## src/core/urc_pkg.sv

```systemverilog
// Purpose: Shared constants and carriers of the report command handler
// Assumes: 64-byte reports arrive and leave as byte streams
// Notes: Storage, serial engines and pin pads sit outside the handler
`default_nettype none
package urc_pkg;
    localparam int REP_LEN = 64;
    localparam int B_WDATA = 4;
    localparam int R_DATA = 3;
    localparam logic [7:0] OP_PIN_RD = 8'h30;
    localparam logic [7:0] OP_PIN_WR = 8'h31;
    localparam logic [7:0] OP_PIN_IF = 8'h32;
    localparam logic [7:0] OP_DFLT = 8'h41;
    localparam logic [7:0] OP_LOADER = 8'h42;
    localparam logic [7:0] OP_SER_CFG = 8'h51;
    localparam logic [7:0] OP_BRIDGE = 8'h52;
    localparam logic [7:0] OP_RESET = 8'h55;
    localparam logic [7:0] OP_VERSION = 8'h61;
    localparam logic [7:0] ST_ERR = 8'h00;
    localparam logic [7:0] ST_OK = 8'h01;
    localparam logic [7:0] ST_NO_MASTER = 8'h02;
    localparam logic [7:0] ST_BUS_ERR = 8'h03;
    localparam logic [7:0] VAL_OFF = 8'h00;
    localparam logic [7:0] VAL_ON = 8'h01;
    localparam logic [7:0] PORT_MIN = 8'h01;
    localparam logic [7:0] PORT_MAX = 8'h03;
    localparam logic [7:0] ACT_SLAVE = 8'h01;
    localparam logic [7:0] ACT_MASTER = 8'h02;
    localparam logic [7:0] ACT_ADDR = 8'h03;
    localparam logic [7:0] BR_WRITE = 8'h01;
    localparam logic [7:0] BR_READ = 8'h02;
    localparam logic [7:0] BR_WR_MAX = 8'h3c;
    localparam logic [7:0] BR_RD_MAX = 8'h3d;
    localparam logic [7:0] SUBJ_FW = 8'h01;
    localparam logic [7:0] SUBJ_LDR = 8'h02;
    localparam logic [7:0] SW_ON_BASE = 8'h03;
    localparam logic [7:0] SW_OFF_BASE = 8'h07;
    localparam logic [7:0] SW_ALL_ON = 8'h0b;
    localparam logic [7:0] SW_ALL_OFF = 8'h0c;
    localparam logic [7:0] FACTORY_ADDR = 8'ha6;
    typedef struct packed {
        logic [2:0] dflt;
        logic slave_en;
        logic master_en;
        logic [7:0] slave_addr;
    } urc_cfg_s;
    localparam urc_cfg_s CFG_FACTORY = '{dflt: 3'h0, slave_en: 1'b0, master_en: 1'b0,
                                         slave_addr: FACTORY_ADDR};
    typedef struct packed {
        logic rd;
        logic [6:0] addr;
        logic [7:0] len;
    } urc_br_req_s;
    typedef struct packed {
        logic [7:0] major;
        logic [7:0] minor;
        logic [7:0] patch;
    } urc_ver_s;
endpackage
`default_nettype wire

```

## src/core/urc_cmd_handler.sv

```systemverilog
// Purpose: Decode 64-byte command reports and build one reply report each
// Assumes: Storage, bridge engine and slave engine run on ref_clk
// Notes: Version values are arbitrary parameters
`default_nettype none
module urc_cmd_handler #(
    parameter urc_pkg::urc_ver_s FW_VER = '{major: 8'h01, minor: 8'h00, patch: 8'h00},
    parameter urc_pkg::urc_ver_s LDR_VER = '{major: 8'h01, minor: 8'h00, patch: 8'h00}
) (
    // Clock and reset
    input wire logic ref_clk,
    input wire logic resetn,
    // Command report stream
    input wire logic cmd_valid,
    output logic cmd_ready,
    input wire logic [7:0] cmd_data,
    // Reply report stream
    output logic rep_valid,
    input wire logic rep_ready,
    output logic [7:0] rep_data,
    // Non-volatile settings
    input wire urc_pkg::urc_cfg_s nv_cfg_in,
    input wire logic nv_blank,
    output logic nv_wr,
    output urc_pkg::urc_cfg_s nv_cfg_out,
    // Board controls
    output logic [2:0] port_on,
    output logic gpio_if_en,
    output logic loader_mode,
    output logic sys_reset_req,
    // Serial interface configuration
    output logic slave_en,
    output logic master_en,
    output logic [7:0] slave_addr,
    // Serial slave switch requests
    input wire logic slv_cmd_valid,
    input wire logic [7:0] slv_cmd_code,
    // Serial bridge engine
    output logic br_start,
    output urc_pkg::urc_br_req_s br_req,
    output logic br_wvalid,
    input wire logic br_wready,
    output logic [7:0] br_wdata,
    input wire logic br_rvalid,
    input wire logic [7:0] br_rdata,
    input wire logic br_done,
    input wire logic br_err,
    // Pins
    input wire logic [2:0] gpio_in,
    output logic [2:0] gpio_out,
    output logic [2:0] gpio_oe_n
);
    import urc_pkg::*;

    typedef enum logic [2:0] {S_LOAD, S_RX, S_EXEC, S_BR, S_TX} urc_state_e;
    typedef struct packed {
        urc_state_e state;
        logic [5:0] idx;
        logic [63:0][7:0] rbuf;
        urc_cfg_s cfg;
        logic [2:0] port_on;
        logic gpio_if_en;
        logic loader;
        logic [2:0] gp_out;
        logic [2:0] gp_drv;
        logic [2:0] gin_s1;
        logic [2:0] gin_s2;
        logic br_rd;
        logic [7:0] br_len;
        logic nv_wr;
        logic rst_req;
        logic br_start;
    } urc_st_s;
    localparam urc_st_s ST_RST = '{state: S_LOAD, cfg: CFG_FACTORY, default: '0};

    urc_st_s st_r;
    urc_st_s st_nxt;
    logic [63:0][7:0] rep;
    logic [7:0] c1;
    logic [7:0] c2;
    logic [7:0] c3;

    function automatic logic is_port(input logic [7:0] b);
        return (b >= PORT_MIN) && (b <= PORT_MAX);
    endfunction

    function automatic logic is_bit(input logic [7:0] b);
        return (b == VAL_OFF) || (b == VAL_ON);
    endfunction

    function automatic logic [1:0] pidx(input logic [7:0] b);
        return b[1:0] - 2'd1;
    endfunction

    // Port switch codes from the serial slave engine
    function automatic logic [2:0] slave_switch(input logic [2:0] cur, input logic [7:0] code);
        logic [2:0] r;
        r = cur;
        if (code == SW_ALL_ON)
            r = 3'h7;
        if (code == SW_ALL_OFF)
            r = 3'h0;
        for (int k = 0; k < 3; k++)
        begin
            if (code == SW_ON_BASE + 8'(k))
                r[k] = 1'b1;
            if (code == SW_OFF_BASE + 8'(k))
                r[k] = 1'b0;
        end
        return r;
    endfunction

    assign c1 = st_r.rbuf[1];
    assign c2 = st_r.rbuf[2];
    assign c3 = st_r.rbuf[3];

    // Next state of the whole handler
    always_comb
    begin
        st_nxt = st_r;
        rep = '0;
        st_nxt.nv_wr = 1'b0;
        st_nxt.rst_req = 1'b0;
        st_nxt.br_start = 1'b0;
        st_nxt.gin_s1 = gpio_in;
        st_nxt.gin_s2 = st_r.gin_s1;
        if (slv_cmd_valid && st_r.cfg.slave_en)
            st_nxt.port_on = slave_switch(st_r.port_on, slv_cmd_code);
        unique case (st_r.state)
            S_LOAD:
            begin
                st_nxt.cfg = nv_blank ? CFG_FACTORY : nv_cfg_in;
                st_nxt.port_on = st_nxt.cfg.dflt;
                st_nxt.idx = '0;
                st_nxt.state = S_RX;
            end
            S_RX:
            begin
                if (cmd_valid)
                begin
                    st_nxt.rbuf[st_r.idx] = cmd_data;
                    st_nxt.idx = st_r.idx + 6'd1;
                    if (st_r.idx == 6'd63)
                        st_nxt.state = S_EXEC;
                end
            end
            S_EXEC:
            begin
                rep[0] = ST_ERR;
                rep[1] = st_r.rbuf[0];
                case (st_r.rbuf[0])
                    OP_PIN_IF:
                    begin
                        if (is_bit(c1))
                        begin
                            st_nxt.gpio_if_en = c1[0];
                            rep[0] = ST_OK;
                        end
                        rep[2] = {7'h0, st_nxt.gpio_if_en};
                    end
                    OP_PIN_RD:
                    begin
                        if (is_port(c1))
                        begin
                            rep[0] = ST_OK;
                            rep[2] = c1;
                            rep[3] = {7'h0, st_r.gin_s2[pidx(c1)]};
                        end
                    end
                    OP_PIN_WR:
                    begin
                        if (is_port(c1) && is_bit(c2))
                        begin
                            st_nxt.gp_out[pidx(c1)] = c2[0];
                            st_nxt.gp_drv[pidx(c1)] = 1'b1;
                            rep[0] = ST_OK;
                            rep[2] = c1;
                            rep[3] = c2;
                        end
                    end
                    OP_DFLT:
                    begin
                        if (is_port(c1) && is_bit(c2))
                        begin
                            st_nxt.cfg.dflt[pidx(c1)] = c2[0];
                            st_nxt.nv_wr = 1'b1;
                            rep[0] = ST_OK;
                            rep[2] = c1;
                            rep[3] = c2;
                        end
                    end
                    OP_LOADER:
                    begin
                        st_nxt.loader = 1'b1;
                        rep[0] = ST_OK;
                    end
                    OP_SER_CFG:
                    begin
                        if ((c1 == ACT_SLAVE) && is_bit(c2))
                            st_nxt.cfg.slave_en = c2[0];
                        if ((c1 == ACT_MASTER) && is_bit(c2))
                            st_nxt.cfg.master_en = c2[0];
                        if (c1 == ACT_ADDR)
                            st_nxt.cfg.slave_addr = c2;
                        if ((((c1 == ACT_SLAVE) || (c1 == ACT_MASTER)) && is_bit(c2))
                            || (c1 == ACT_ADDR))
                        begin
                            st_nxt.nv_wr = 1'b1;
                            rep[0] = ST_OK;
                        end
                    end
                    OP_BRIDGE:
                    begin
                        if (!st_r.cfg.master_en)
                        begin
                            rep[0] = ST_NO_MASTER;
                            rep[2] = c3;
                        end
                        else if (((c1 == BR_WRITE) && (c3 <= BR_WR_MAX))
                                 || ((c1 == BR_READ) && (c3 <= BR_RD_MAX)))
                        begin
                            st_nxt.br_start = 1'b1;
                            st_nxt.br_rd = (c1 == BR_READ);
                            st_nxt.br_len = c3;
                            st_nxt.idx = '0;
                            st_nxt.state = S_BR;
                        end
                    end
                    OP_RESET:
                        rep[0] = ST_OK;
                    OP_VERSION:
                    begin
                        if ((c1 == SUBJ_FW) || (c1 == SUBJ_LDR))
                        begin
                            rep[0] = ST_OK;
                            rep[2] = (c1 == SUBJ_FW) ? FW_VER.major : LDR_VER.major;
                            rep[3] = (c1 == SUBJ_FW) ? FW_VER.minor : LDR_VER.minor;
                            rep[4] = (c1 == SUBJ_FW) ? FW_VER.patch : LDR_VER.patch;
                        end
                    end
                    default:
                        rep[0] = ST_ERR;
                endcase
                if (st_nxt.state == S_EXEC)
                begin
                    st_nxt.rbuf = rep;
                    st_nxt.idx = '0;
                    st_nxt.state = S_TX;
                end
            end
            S_BR:
            begin
                if (br_wvalid && br_wready)
                    st_nxt.idx = st_r.idx + 6'd1;
                if (st_r.br_rd && br_rvalid && ({2'b0, st_r.idx} < st_r.br_len))
                begin
                    st_nxt.rbuf[6'(R_DATA + int'(st_r.idx))] = br_rdata;
                    st_nxt.idx = st_r.idx + 6'd1;
                end
                if (br_done)
                begin
                    for (int i = R_DATA; i < REP_LEN; i++)
                        if (st_r.br_rd && (i < R_DATA + int'(st_nxt.idx)))
                            rep[i] = st_nxt.rbuf[i];
                    rep[0] = br_err ? ST_BUS_ERR : ST_OK;
                    rep[1] = OP_BRIDGE;
                    rep[2] = {2'b0, st_nxt.idx};
                    st_nxt.rbuf = rep;
                    st_nxt.idx = '0;
                    st_nxt.state = S_TX;
                end
            end
            S_TX:
            begin
                if (rep_ready)
                begin
                    st_nxt.idx = st_r.idx + 6'd1;
                    if (st_r.idx == 6'd63)
                    begin
                        st_nxt.state = S_RX;
                        if ((st_r.rbuf[1] == OP_RESET) && (st_r.rbuf[0] == ST_OK))
                        begin
                            st_nxt = ST_RST;
                            st_nxt.rst_req = 1'b1;
                        end
                    end
                end
            end
        endcase
    end

    // State register
    always_ff @(posedge ref_clk)
    begin
        if (!resetn)
            st_r <= ST_RST;
        else
            st_r <= st_nxt;
    end

    // Outputs
    assign cmd_ready = (st_r.state == S_RX);
    assign rep_valid = (st_r.state == S_TX);
    assign rep_data = st_r.rbuf[st_r.idx];
    assign nv_wr = st_r.nv_wr;
    assign nv_cfg_out = st_r.cfg;
    assign port_on = st_r.port_on;
    assign gpio_if_en = st_r.gpio_if_en;
    assign loader_mode = st_r.loader;
    assign sys_reset_req = st_r.rst_req;
    assign slave_en = st_r.cfg.slave_en;
    assign master_en = st_r.cfg.master_en;
    assign slave_addr = st_r.cfg.slave_addr;
    assign br_start = st_r.br_start;
    assign br_req = '{rd: st_r.br_rd, addr: st_r.rbuf[2][7:1], len: st_r.br_len};
    assign br_wvalid = (st_r.state == S_BR) && !st_r.br_rd && ({2'b0, st_r.idx} < st_r.br_len);
    assign br_wdata = st_r.rbuf[6'(B_WDATA + int'(st_r.idx))];
    assign gpio_out = st_r.gp_out;
    assign gpio_oe_n = ~st_r.gp_drv;
endmodule
`default_nettype wire

```

## config.mk

```make
export PLATFORM = sky130hd
export DESIGN_NAME = urc_cmd_handler
export DESIGN_NICKNAME = d
export VERILOG_FILES = /design/src/core/urc_pkg.sv /design/src/core/urc_cmd_handler.sv
export SDC_FILE = /design/constraint.sdc
export NUM_CORES = 2
export LEC_CHECK = 0
export BUFFER_PORTS_ARGS = -buffer_cell sky130_fd_sc_hd__buf_2
export CAP_MARGIN = 20
export CORE_MARGIN = 2
export CORE_UTILIZATION = 40
export CTS_CLUSTER_DIAMETER = 50
export DETAILED_ROUTE_END_ITERATION = 8
export PLACE_DENSITY = 0.58
export SETUP_SLACK_MARGIN = 0.4
export SYNTH_ARGS = -nofsm -noshare
export SYNTH_HDL_FRONTEND = slang
export SYNTH_SLANG_ARGS = --single-unit
```

## constraint.sdc

```tcl
create_clock -name ref_clk -period 4.75 [get_ports ref_clk]
set_input_delay 0.95 -clock ref_clk [delete_from_list [all_inputs] [get_ports ref_clk]]
set_output_delay 0.95 -clock ref_clk [all_outputs]
set_load 0.03 [all_outputs]
```

Word level (Yosys, flattened, before mapping)
Cells that the tools add are included.
Widths: inputs -> output; s select.
{"block": "classes", "n_bitwise": 2, "add_sub_neg": 5, "n_reduce_logical": 105, "div_mod_pow": 0, "n_mux": 145, "order_cmp": 73, "multipliers": 0, "n_eq_ne": 52, "shift": 0}
{"op": "$pmux 512 s4", "count": 1}
{"op": "$mux 521", "count": 3}
{"op": "$mux 563", "count": 2}
{"op": "$mux 518", "count": 2}
{"op": "$bwmux 512", "count": 2}
{"op": "$lt 7x32->1 const A", "count": 31}
{"op": "$mux 561", "count": 1}
{"op": "$mux 8", "count": 69}
{"op": "$lt 6x32->1 const A", "count": 16}
{"op": "$lt 5x32->1 const A", "count": 8}
{"op": "$lt 4x32->1 const A", "count": 4}
{"op": "$bmux 8 s6", "count": 2}
{"op": "$demux 8 s6", "count": 2}
{"op": "$logic_and 1x1->1", "count": 78}
{"op": "$mux 9", "count": 8}
{"op": "$eq 8x7->1 const B", "count": 7}
{"op": "$pmux 8 s7", "count": 1}
{"op": "$pmux 9 s5", "count": 1}
{"op": "$pmux 8 s5", "count": 1}
{"op": "$pmux 13 s3", "count": 1}
{"op": "$reduce_and 6->1", "count": 6}
{"op": "$eq 8x4->1 const B", "count": 4}
{"op": "$lt 3x32->1 const A", "count": 1}
{"op": "$eq 8x1->1 const B", "count": 3}
{"op": "other kinds (54)", "count": 128}
{"block": "word_totals", "romBits": 0, "latchBits": 0, "ramBits": 0, "elab_cells": 464, "input_bits": 50, "ff_bits": 563, "memories": 0, "output_inout_bits": 72}

Longest topological paths before layout
{"block": "logic_depth", "word_depth": 14, "mapped_depth": 17}

Worst setup path before layout
OpenSTA, ideal clock, no wires.
{"block": "synth_timing", "kind": "flip-flop to output port", "startpoint": "reg st_r[556] (netlist name)", "endpoint": "out rep_data[0]", "slack_ns": 0.519, "t_arrival_ns": 3.281, "path_buffers": 5, "path_stages_with_launch": 9, "cell_sequence": "dfxtp_1 > clkbuf_1 > clkbuf_1 > buf_1 > clkbuf_1 > buf_1 > mux4_2 > mux2i_1 > o21ai_0"}
{"block": "synth_between", "elab_chain_cells": 2}
{"item": "from (decl)", "line": "urc_cmd_handler.sv:75", "rtl": "urc_st_s st_r;"}
{"item": "from (signal assigned)", "line": "urc_cmd_handler.sv:297", "rtl": "st_r <= st_nxt;"}
{"item": "$bmux 8 s6", "line": "urc_cmd_handler.sv:303", "rtl": "assign rep_data = st_r.rbuf[st_r.idx];"}
{"item": "$mux 8 (implied by the code)", "line": "urc_cmd_handler.sv:303"}
{"item": "to (decl)", "line": "urc_cmd_handler.sv:19", "rtl": "output logic [7:0] rep_data,"}
Every way passes these cells. The select of a mux whose other input is x is not followed.

Worst setup path after layout
{"block": "layout_timing", "startpoint": "reg st_r[554] (netlist name)", "endpoint": "out br_wdata[1]"}
{"block": "layout_between", "elab_chain_cells": 4}
{"item": "$add 3x6->6", "line": "urc_cmd_handler.sv:316", "rtl": "assign br_wdata = st_r.rbuf[6'(B_WDATA + int'(st_r.idx))];"}
{"item": "$bmux 8 s6", "line": "urc_cmd_handler.sv:316"}
{"item": "$mux 8 (implied by the code) (2 in series)", "line": "urc_cmd_handler.sv:316"}
{"item": "to (decl)", "line": "urc_cmd_handler.sv:42", "rtl": "output logic [7:0] br_wdata,"}
Every way passes these cells. The select of a mux whose other input is x is not followed.

==> impl_metrics.json <==
{
  "gr-total-overflow": 0,
  "core_um2": 80700,
  "ys.flop_type": "dfxtp_1",
  "crit_end": "br_wdata[1]",
  "cellLeakagePower_nw": 13.5,
  "hold_path.startpoint": "st_r[16]",
  "r2r_start": "st_r[555]",
  "drtIter0Drc": 4817,
  "postSynthCellCount": 3758,
  "synth_nets": 3824,
  "cp-end-kind": "output pin",
  "routabilityCongestion": 1.01,
  "p_total_mw": 11.9,
  "viasPerCell": 6.64,
  "chipWidth_um": 290,
  "start_util": 0.404,
  "timing.rr.end": "st_r[361]",
  "clockBufferDepth": 3,
  "path_max_fanout": 6,
  "grt_max_degree": 135,
  "fmax_mhz": 227,
  "die-area_um2": 83900,
  "crit_required_ns": 3.80,
  "syn_area_um2": 32600,
  "finalWorstSetupSlack_ns": 0.353,
  "grt_pass1_vias": 30000,
  "max_cap_violations": 0,
  "power_density_nw_per_um2": 315,
  "clkTransAtPathRegs_ns": 0.05,
  "cts_max_level": 3,
  "crit_type": "reg2out",
  "setup_tns_ns": 0,
  "p_sw_frac": 0.263,
  "p_clk_frac": 0.526,
  "synth_cell_types": 80,
  "regArea_um2": 11300,
  "multiInputGateArea_um2": 20000,
  "worstRegToRegCells": 11,
  "antenna_found_initial": 7,
  "vias": 32700,
  "synth_area_leaders": "dfxtp_1 (35%), mux4_2 (12%), mux2i_1 (8.6%)",
  "outcome": "complete, no violations",
  "nNetsFinal": 3865,
  "ios": 122,
  "area_delta_synth_final_pct": 16.1,
  "cts_num_sinks": 563,
  "drive_gt1_frac": 0.179,
  "grt_setup_unrepaired": "yes",
  "finalCritPeriodShare": 0.926,
  "die_y_um": 290,
  "hold_depth": 1,
  "netlist.area_leader.share": 0.345,
  "wl_per_cell_um": 28.4,
  "fin_crit_ns": 4.40,
  "avgSynthCellArea_um2": 8.68,
  "grt_pass1_wl_um": 205000,
  "dr.pass1.iters": 6,
  "dp_hpwl_um": 92900,
  "worstMarginPinSlew_ns": 1.12,
  "tritoncts": "done",
  "cp.arrival_ns": 3.45,
  "ys_seq_elements": 563,
  "ir_drop_uv": 211,
  "startpoint": "st_r[554]",
  "hold_slack_ns": 0.424,
  "clock_skew_ns": 0.0292,
  "hold_path_class": "reg2reg",
  "reg2reg_slack_ns": 0.45,
  "cp-start-kind": "flip-flop",
  "portBuffers": 121,
  "synth_top_cell_by_area": "dfxtp_1",
  "routed_wl_um": 140000,
  "clockRootBuffer": "clkbuf_16",
  "ys_seq_area_frac": 0.345,
  "setup_viol": 0,
  "pre_cts_slack_ns": 0.348,
  "fill_cells": 7747,
  "drc": 0,
  "rows": 104,
  "power_frac_comb": 0.076,
  "track_usage": 0.326,
  "slew_headroom": 0.248,
  "numCtsBuffers": 82,
  "synthArstFlopShare": 0,
  "hold_viol": 0,
  "p_seq_frac": 0.399,
  "synth_edf_count": 0,
  "drv_slew": 0,
  "ys.warnings.count": 0,
  "internal_power_mw": 8.81,
  "ant_nets": 0,
  "p_sw_mw": 3.14,
  "clock_latency_ns": 0.66
}
-- worst max-delay path, stage by stage (launching register included) --
cell and delay (ns):
dfxtp_4 0.38, buf_12 0.18, buf_8 0.16, clkbuf_16 0.19, mux4_2 0.58, mux4_2 0.51
mux4_2 0.57, buf_2 0.22
-- cells in the final DEF, fill, tap and decap left out, types with 124 or more instances in the layout --
cell type	Yosys	final
mux4_2	177	177
o22ai_1	202	202
nor2_1	406	397
a22oi_1	124	124
buf_4	44	156
a21oi_1	333	332
nand2_1	344	341
o21ai_0	305	302
dfxtp_1	563	559
mux2i_1	280	277
-- registers in the layout, summed over array words and instances, names as in the netlist, 3 cells and up --
name / cells
br_req: 9
c1: 8
c2: 8
c3: 8
gpio_out: 3
nv_cfg_out: 3
port_on: 3
slave_addr: 8
st_r: 506
-- worst min-delay path by stage --
stage | endpoint
after floorplan | st_r[12]
after global routing | st_r[12]
after detailed placement | st_r[13]
final | st_r[13]
after CTS | st_r[13]
after global placement | st_r[12]
-- power by group through the flow --
stage	logic (mW)	clock network [mW]	registers, mW
after detailed placement	0.783	0	4.86
after floorplan	0.476	0	4.86
final	0.903	6.28	4.76
after global routing	0.923	6.56	4.76
after CTS	0.845	6.35	4.76
after global placement	0.786	0	4.86
-- cell families (layout without fill, tap and decap cells) --
kind of cell,after synthesis,count (layout),share of synthesized area
buffers and inverters,369,477,0.0481
flip-flops,563,563,0.345
AO/OA/AOI/OAI,1276,1276,0.242
AND/OR/NAND/NOR,1048,1048,0.141
other,0,4,0
multiplexers,474,474,0.214
XOR/XNOR,12,12,0.00322
adder cells (fa/ha/maj),16,16,0.00614
-- metrics by stage --
step | utilization | area (um2) | std cells
after floorplan | - | 32600 | 3758
after CTS | 0.466 | 37600 | 4915
after global routing | 0.469 | 37900 | 4929
after global placement | 0.427 | 34400 | 4752
final | 0.469 | 37900 | 4930
after detailed placement | 0.427 | 34400 | 4752
-- cell type report --
cell class,count,area share
inverters,24,0.00258
well taps,1060,0.0350
clock buffers,111,0.0605
multi-input cells,2826,0.528
clock inverters,40,0.0138
repair buffers,302,0.0622
diodes,4,0.000264
flip-flops and latches,563,0.298
-- cells in the mapped netlist (20+ instances only) --
cell / instances
dfxtp_1: 563
nor2_1: 406
nand2_1: 344
a21oi_1: 333
o21ai_0: 305
mux2i_1: 280
clkbuf_1: 260
o22ai_1: 202
mux4_2: 177
a22oi_1: 124
nor3_1: 75
nand3_1: 60
a31oi_1: 58
buf_4: 44
buf_1: 30
and2_1: 28
or3_1: 27
a311oi_1: 25
a221oi_1: 24
o21a_1: 22
inv_1: 21
a21o_1: 20
-- what timing repair did --
action | in CTS | in global routing
pin swaps | 0 | 3
setup buffers | 4 | 7
endpoints found under the hold margin | 0 | 0
setup endpoints to repair | 15 | 336
gates cloned | 8 | 3
gates resized for setup | 19 | 33
hold buffers | 0 | 0
-- layer usage --
layer  global-route usage  vias up  routed length [um]
met2                0.477     2137               59300
li1                     -    14300                   -
met4                0.160        4                7610
met3               0.0911      438               16900
met1                0.440    15900               56100
met5                    0        -                  23
Power figures use the tool's default switching activity.
